File: config.mk
export PLATFORM = sky130hd
export DESIGN_NAME = gpio_port
export DESIGN_NICKNAME = d
export VERILOG_FILES = /design/src/rtl/gpio_pkg.sv /design/src/rtl/gpio_port.sv /design/src/rtl/gpio_sync.sv
export SDC_FILE = /design/constraint.sdc
export NUM_CORES = 1
export LEC_CHECK = 0
export BUFFER_PORTS_ARGS = -buffer_cell sky130_fd_sc_hd__buf_4
export CORE_MARGIN = 10
export CORE_UTILIZATION = 41
export DETAILED_ROUTE_END_ITERATION = 10
export PLACE_DENSITY = 0.82
export SYNTH_ARGS = -nofsm -noshare
export SYNTH_HDL_FRONTEND = slang
export SYNTH_SLANG_ARGS = --single-unit
File: constraint.sdc
create_clock -name i_clk -period 1.8 [get_ports i_clk]
set_clock_uncertainty 0.1 [all_clocks]
set_input_delay 0.36 -clock i_clk [delete_from_list [all_inputs] [get_ports i_clk]]
set_output_delay 0.36 -clock i_clk [all_outputs]
set_load 0.005 [all_outputs]
File: src/rtl/gpio_pkg.sv
// Shared constants for the general-purpose I/O port logic.
// Assumes one port of up to GPIO_WIDTH pins on a single clock.
package gpio_pkg;

    localparam int          GPIO_WIDTH        = 8;
    localparam logic        GPIO_DIR_INPUT    = 1'b0;
    localparam logic        GPIO_DIR_OUTPUT   = 1'b1;
    localparam logic [7:0]  GPIO_DIR_RESET    = 8'h00;
    localparam logic [7:0]  GPIO_LATCH_RESET  = 8'h00;
    localparam logic [7:0]  GPIO_SAMPLE_RESET = 8'h00;
    localparam logic [7:0]  GPIO_RDATA_RESET  = 8'h00;

    typedef enum logic [1:0] {
        GPIO_RD_NONE,
        GPIO_RD_DIRECTION,
        GPIO_RD_LATCH,
        GPIO_RD_PAD
    } gpio_read_sel_t;

endpackage : gpio_pkg

File: src/rtl/gpio_port.sv
// One general-purpose I/O port: direction, output latch, pad sample,
// pull-up and sleep input clamp per pin, with alternate-function overrides.
// Assumes strobes are one-cycle pulses from logic on i_clk; pad is external.
//
// Behaviour
// - Output direction drives pad to the output latch level.
// - Writing one to input-sample bit inverts the output latch bit.
// - Without pull-up override, input pull-up only with latch one and global disable clear.
// - Global pull-up disable turns off every pull-up not under pull-up override.
// - Pad level readable via input-sample in both directions, synchronised.
// - Sync stage transparent while clock high, registered at next rise.
// - External pad change reaches sample after half to one and a half periods.
// - Pad value written at a rising edge appears one period later.
// - Sleep clamp forces digital input to ground in deep sleep.
// - Clamp bypassed for enabled external interrupt pins and overridden pins.
// - Releasing clamp on high pin gives a rising edge to interrupt logic.
// - Pull-ups disabled during reset.
// - Direction, value, pull-up and input enable accept per-pin overrides.
// - Strobes shared per port; clock, clamp, pull-up disable shared globally.
// - Pull-up override enable selects override value for pull-up.
// - Direction override enable selects override value for driver enable.
// - Value override when driving; else latch, inverted by toggle override.
// - Input-enable override selects override value over sleep state.
module gpio_port #(
    parameter int WIDTH = gpio_pkg::GPIO_WIDTH
) (
    input  wire logic             i_clk,
    input  wire logic             i_reset,
    input  wire logic [WIDTH-1:0] i_wdata,
    input  wire logic             i_direction_write_strobe,
    input  wire logic             i_output_latch_write_strobe,
    input  wire logic             i_input_register_write_strobe,
    input  wire logic             i_direction_read_strobe,
    input  wire logic             i_output_latch_read_strobe,
    input  wire logic             i_pad_read_strobe,
    output logic      [WIDTH-1:0] o_rdata,
    input  wire logic             i_global_pullup_disable,
    input  wire logic             i_sleep_clamp,
    input  wire logic [WIDTH-1:0] i_ext_int_enable,
    input  wire logic [WIDTH-1:0] i_pullup_override_enable,
    input  wire logic [WIDTH-1:0] i_pullup_override_value,
    input  wire logic [WIDTH-1:0] i_direction_override_enable,
    input  wire logic [WIDTH-1:0] i_direction_override_value,
    input  wire logic [WIDTH-1:0] i_value_override_enable,
    input  wire logic [WIDTH-1:0] i_value_override_value,
    input  wire logic [WIDTH-1:0] i_toggle_override_enable,
    input  wire logic [WIDTH-1:0] i_input_enable_override_enable,
    input  wire logic [WIDTH-1:0] i_input_enable_override_value,
    input  wire logic [WIDTH-1:0] i_pad_in,
    output logic      [WIDTH-1:0] o_pad_out,
    output logic      [WIDTH-1:0] o_pad_oe,
    output logic      [WIDTH-1:0] o_pullup_en,
    output logic      [WIDTH-1:0] o_alt_function_digital_input,
    output logic      [WIDTH-1:0] o_pin_direction_bit,
    output logic      [WIDTH-1:0] o_pin_output_latch,
    output logic      [WIDTH-1:0] o_pin_input_sample
);
    import gpio_pkg::*;

    logic [WIDTH-1:0] pin_direction_register_bit_r;
    logic [WIDTH-1:0] pin_output_latch_r;
    logic [WIDTH-1:0] pin_input_sample;
    logic [WIDTH-1:0] input_enable;
    logic [WIDTH-1:0] digital_in;
    gpio_read_sel_t   read_sel;

    ////////////////////////////////////////////////////////////////////////
    // Registers; one set of strobes serves all pins of the port.
    always_ff @(posedge i_clk or posedge i_reset) begin
        if (i_reset) begin
            pin_direction_register_bit_r <= WIDTH'(GPIO_DIR_RESET);
        end else if (i_direction_write_strobe) begin
            pin_direction_register_bit_r <= i_wdata;
        end
    end

    // A plain write wins over a same-cycle toggle write
    always_ff @(posedge i_clk or posedge i_reset) begin
        if (i_reset) begin
            pin_output_latch_r <= WIDTH'(GPIO_LATCH_RESET);
        end else if (i_output_latch_write_strobe) begin
            pin_output_latch_r <= i_wdata;
        end else if (i_input_register_write_strobe) begin
            pin_output_latch_r <= pin_output_latch_r ^ i_wdata;
        end
    end

    ////////////////////////////////////////////////////////////////////////
    // Per-pin pad control with alternate-function overrides.
    genvar n;
    generate
        for (n = 0; n < WIDTH; n++) begin : g_pin
            always_comb begin
                o_pad_oe[n] = i_direction_override_enable[n]
                            ? i_direction_override_value[n]
                            : (pin_direction_register_bit_r[n] == GPIO_DIR_OUTPUT);
                o_pad_out[n] = (o_pad_oe[n] && i_value_override_enable[n])
                             ? i_value_override_value[n]
                             : (pin_output_latch_r[n] ^ i_toggle_override_enable[n]);
                // reset kills pull-ups before any clock runs
                if (i_reset) begin
                    o_pullup_en[n] = 1'b0;
                end else if (i_pullup_override_enable[n]) begin
                    o_pullup_en[n] = i_pullup_override_value[n];
                end else begin
                    o_pullup_en[n] = (pin_direction_register_bit_r[n] == GPIO_DIR_INPUT)
                                   && pin_output_latch_r[n]
                                   && !i_global_pullup_disable;
                end
                input_enable[n] = i_input_enable_override_enable[n]
                                ? i_input_enable_override_value[n]
                                : (!i_sleep_clamp || i_ext_int_enable[n]);
                // Clamp to ground; release yields an edge on a high pin.
                digital_in[n] = i_pad_in[n] && input_enable[n];
            end
        end
    endgenerate

    // Unsynchronised; alternate functions bring their own synchroniser
    assign o_alt_function_digital_input = digital_in;

    ////////////////////////////////////////////////////////////////////////
    // Pad read path, whatever the direction.
    gpio_sync #(
        .WIDTH (WIDTH)
    ) u_sync (
        .i_clk   (i_clk),
        .i_reset (i_reset),
        .i_d     (digital_in),
        .o_q     (pin_input_sample)
    );

    ////////////////////////////////////////////////////////////////////////
    // Read-back; one strobe at a time is expected, pad read has priority
    always_comb begin
        if (i_pad_read_strobe) begin
            read_sel = GPIO_RD_PAD;
        end else if (i_output_latch_read_strobe) begin
            read_sel = GPIO_RD_LATCH;
        end else if (i_direction_read_strobe) begin
            read_sel = GPIO_RD_DIRECTION;
        end else begin
            read_sel = GPIO_RD_NONE;
        end
    end

    always_ff @(posedge i_clk or posedge i_reset) begin
        if (i_reset) begin
            o_rdata <= WIDTH'(GPIO_RDATA_RESET);
        end else begin
            case (read_sel)
                GPIO_RD_PAD:       o_rdata <= pin_input_sample;
                GPIO_RD_LATCH:     o_rdata <= pin_output_latch_r;
                GPIO_RD_DIRECTION: o_rdata <= pin_direction_register_bit_r;
                GPIO_RD_NONE:      o_rdata <= o_rdata;
                default:           o_rdata <= o_rdata;
            endcase
        end
    end

    assign o_pin_direction_bit = pin_direction_register_bit_r;
    assign o_pin_output_latch  = pin_output_latch_r;
    assign o_pin_input_sample  = pin_input_sample;

endmodule : gpio_port

File: src/rtl/gpio_sync.sv
// Pad synchroniser: falling-edge capture stage then rising-edge register.
// Assumes the pad input is asynchronous to i_clk.
module gpio_sync #(
    parameter int WIDTH = 8
) (
    input  wire logic             i_clk,
    input  wire logic             i_reset,
    input  wire logic [WIDTH-1:0] i_d,
    output logic      [WIDTH-1:0] o_q
);
    import gpio_pkg::*;

    logic [WIDTH-1:0] hold_r;

    ////////////////////////////////////////////////////////////////////////
    // Stage one holds the value present when the clock falls, which is the
    // latch that is open while the clock is high. A flop is used instead of a
    // real latch to keep timing analysis simple; the sampled value is equal.
    always_ff @(negedge i_clk or posedge i_reset) begin
        if (i_reset) begin
            hold_r <= '0;
        end else begin
            hold_r <= i_d;
        end
    end

    // Stage two loads at the next rising edge
    always_ff @(posedge i_clk or posedge i_reset) begin
        if (i_reset) begin
            o_q <= '0;
        end else begin
            o_q <= hold_r;
        end
    end

endmodule : gpio_sync

==> run metrics <==
status finished with violations; violated checks negative setup slack; RSZ-0062 raised after global routing true; largest family of logic cells by synthesized area compound AO/OA/AOI/OAI gates; portion of netlist area occupied by mux cells 0.0908; Clk pin slew, worst setup/hold paths 80 ps; number of distinct library cells after synthesis 27; slowest library cell on the worst path sky130_fd_sc_hd__dfrtp_2; vias in the first global route approximately 2,700; Final Routed Wirelength 8860 um; crit-path max cell delay 430 ps; Slew HR 0.686; top cell family by delay on the critical path flip-flops; Compound-Gate Fraction of Synth Area 0.266; register cell area after layout approximately 1000 um^2; largest vdd supply drop 0.000527 V; area share of fa/ha/maj cells after synthesis 0.0162; Crit. End Element output pin; CTS Buf Count 5; cell count of the worst reg-to-reg path 0; number of routed nets with antenna violations 0; critical-path cell list mux2_4 > a21oi_2 > a31o_1 > buf_4; post-synthesis instance total roughly 220; Worst Path Required 1340 ps; overall die height 95.1 um; drt drc 0; xor and xnor fraction of the mapped netlist area 0.0303; sequential cell area fraction in the yosys report 0.432; Hold Path Class in2async; number of antenna violations at the first check in global routing 0; number of max-cap violations 0; share of post-route cells with drive strength above 1 0.657; core region area roughly 5500 um^2; signal arrival time at the worst endpoint 1370 ps; diode insertion count for antenna repair 0; GRT Residual Overflow 0; number of buffers inserted by port buffering 169; classification of the worst setup path reg2out; Root Buffer Master sky130_fd_sc_hd__clkbuf_8; final net count about 520; number of placement rows 27; upper clock frequency limit 548 MHz; initial core utilization 0.420; Crit Path Max Fanout 4; Final Hold Fails 0; Syn Nets 327; total standard cell area after synthesis 2310 um^2; fraction of registers with async set/reset 1.00; mean instance size in the synthesized netlist 10.6 um^2; die outline area 9050 um^2; number of enable flip-flop cells after synthesis 0; static leakage 2.01 nW; Synth Register Bits 40; multi-input gate area in the final layout roughly 1200 um^2; Final GP Congestion 0.840; pwr/cell area 656 nW/um^2; Horiz. Die Dim approximately 95 um; worst hold slack between 40 and 50 ps; vias per inst 5.06; Clk Latency, worst-skew pair about 290 ps; GR Util met2 0.314; Worst Setup Start Kind flip-flop; Area Growth Syn to Fin 74.2%; global-route met3 utilization 0.0903; most instantiated flip-flop cell in the synthesis netlist sky130_fd_sc_hd__dfrtp_1; fill cell total of the finished layout 420; Final Cycle Share 1.01; met1 layer usage reported by global route 0.186; total via count in the routed design around 2,500; sum of buffers and inverters on the critical path 1; final core utilization 0.732; maximum number of buffers from clock root to sink 2; WL per Instance 18.2 um; final critical path time including I/O delays and setup 1830 ps; Max H-tree Level 2; first drt pass iteration count 4; Tightest Pin Transition roughly 470 ps; Max Slew Vio Count 0; number of DRC markers after the initial detailed-route iteration 72; layer with the highest usage met2; crit path setup slack, layout -25.9 ps; setup-violating endpoint count in the final report 3; number of cells on the critical path 4; maximum number of pins on one net before global-route repair 20; count of pins on the block boundary 170; overall power of the completed layout 2.64 mW; area share of and/or/nand/nor cells after synthesis 0.0951; # clock sinks 40; first-pass GRT wire length 13,100 um; total global routing track utilization 0.178; total of warnings raised by yosys 0; CTS tree built; Final HPWL DP 7250 um
-- stage by stage --
stage | TNS [ps] | setup slack, ps | instance area (um^2) | std cells
2_1_floorplan | -2.69 | -2.69 | 2330 | 218
3_3_place_gp | -633 | -58.9 | 3700 | 457
3_5_place_dp | -1290 | -108 | 3700 | 457
4_1_cts | -45.5 | -45.5 | 3900 | 478
5_1_grt | -551 | -92.8 | 4030 | 486
6_report | -44.9 | -25.9 | 4030 | 486
-- sequential cells by signal, indices dropped and copies added (netlist names) --
signal / flops
u_sync.o_q: 8
o_rdata: 8
u_sync.hold_r: 8
o_pin_output_latch: 8
o_pin_direction_bit: 8
-- layout make-up --
cell class,instances,area share
clock inverters,1,0.00124
multi-input cells,144,0.306
well taps,72,0.0223
clock buffers,7,0.0189
inverters,23,0.0223
repair buffers,199,0.377
flip-flops and latches,40,0.252
-- power by group --
| group | total (mW) | switching, mW | internal (mW) | leakage, nW |
|---|---|---|---|---|
| logic | 0.987 | 0.379 | 0.608 | 1.49 |
| registers | 1.09 | 0.0954 | 0.999 | 0.473 |
| clock network | 0.562 | 0.289 | 0.272 | 0.0422 |
| total | 2.64 | 0.764 | 1.88 | 2.01 |
-- logic make-up after synthesis --
group | Yosys count
flops | 40
fa+ha+maj | 3
xor+xnor | 8
compound gates | 76
buf+inv | 34
mux | 16
simple gates | 41
-- timing repair --
item,4_1_cts,5_1_grt
pin swaps,10,10
hold buffers,0,0
setup buffers,13,8
endpoints found under the setup margin,11,16
endpoints found under the hold margin,0,0
resized for setup,11,14
-- worst paths after layout --
kind	from	slack (ps)	endpoint
max in group asynchronous	i_reset	490	u_sync.hold_r[7]
setup / recovery	o_pin_direction_bit[3]	-30	o_pad_out[3]
hold / removal	i_reset	40	u_sync.o_q[3]
min in group i_clk	i_wdata[3]	210	o_pin_output_latch[3]
hold reg to reg	o_rdata[5]	390	o_rdata[5]
setup reg to reg	u_sync.hold_r[7]	340	u_sync.o_q[7]
-- metal layers --
layer  vias up  wire, um
li1       1177         -
met1      1145      3260
met2       127      4350
met3        12      1120
met4         0       121
met5         -         0
-- Yosys cell counts, types with 4 or more instances --
cell / count / area share
sky130_fd_sc_hd__a31o_1: 8 / 0.030
sky130_fd_sc_hd__dfrtn_1: 8 / 0.086
sky130_fd_sc_hd__a21oi_2: 8 / 0.030
sky130_fd_sc_hd__dfrtp_1: 32 / 0.35
sky130_fd_sc_hd__a221oi_2: 8 / 0.052
sky130_fd_sc_hd__buf_2: 4 / 0.0086
sky130_fd_sc_hd__a21oi_1: 15 / 0.032
sky130_fd_sc_hd__mux2_4: 8 / 0.052
sky130_fd_sc_hd__inv_1: 23 / 0.037
sky130_fd_sc_hd__mux2_2: 8 / 0.039
sky130_fd_sc_hd__o31ai_2: 8 / 0.043
sky130_fd_sc_hd__nor2_1: 8 / 0.013
sky130_fd_sc_hd__a32o_1: 4 / 0.017
sky130_fd_sc_hd__nand2_1: 13 / 0.021
sky130_fd_sc_hd__a31oi_1: 8 / 0.022
sky130_fd_sc_hd__nor2b_1: 8 / 0.022
sky130_fd_sc_hd__xnor2_1: 8 / 0.030
sky130_fd_sc_hd__nor4b_1: 8 / 0.030
sky130_fd_sc_hd__o21ai_0: 15 / 0.032
-- cells in the final DEF (no fill, tap or decap), types with 13 or more instances in the layout --
master / instances
sky130_fd_sc_hd__buf_4: 197
sky130_fd_sc_hd__inv_1: 22
sky130_fd_sc_hd__dfrtp_1: 19
sky130_fd_sc_hd__a21oi_1: 15
sky130_fd_sc_hd__o21ai_0: 15
sky130_fd_sc_hd__nand2_1: 13
sky130_fd_sc_hd__dfrtp_2: 13
(Power assumes the default switching activity.)
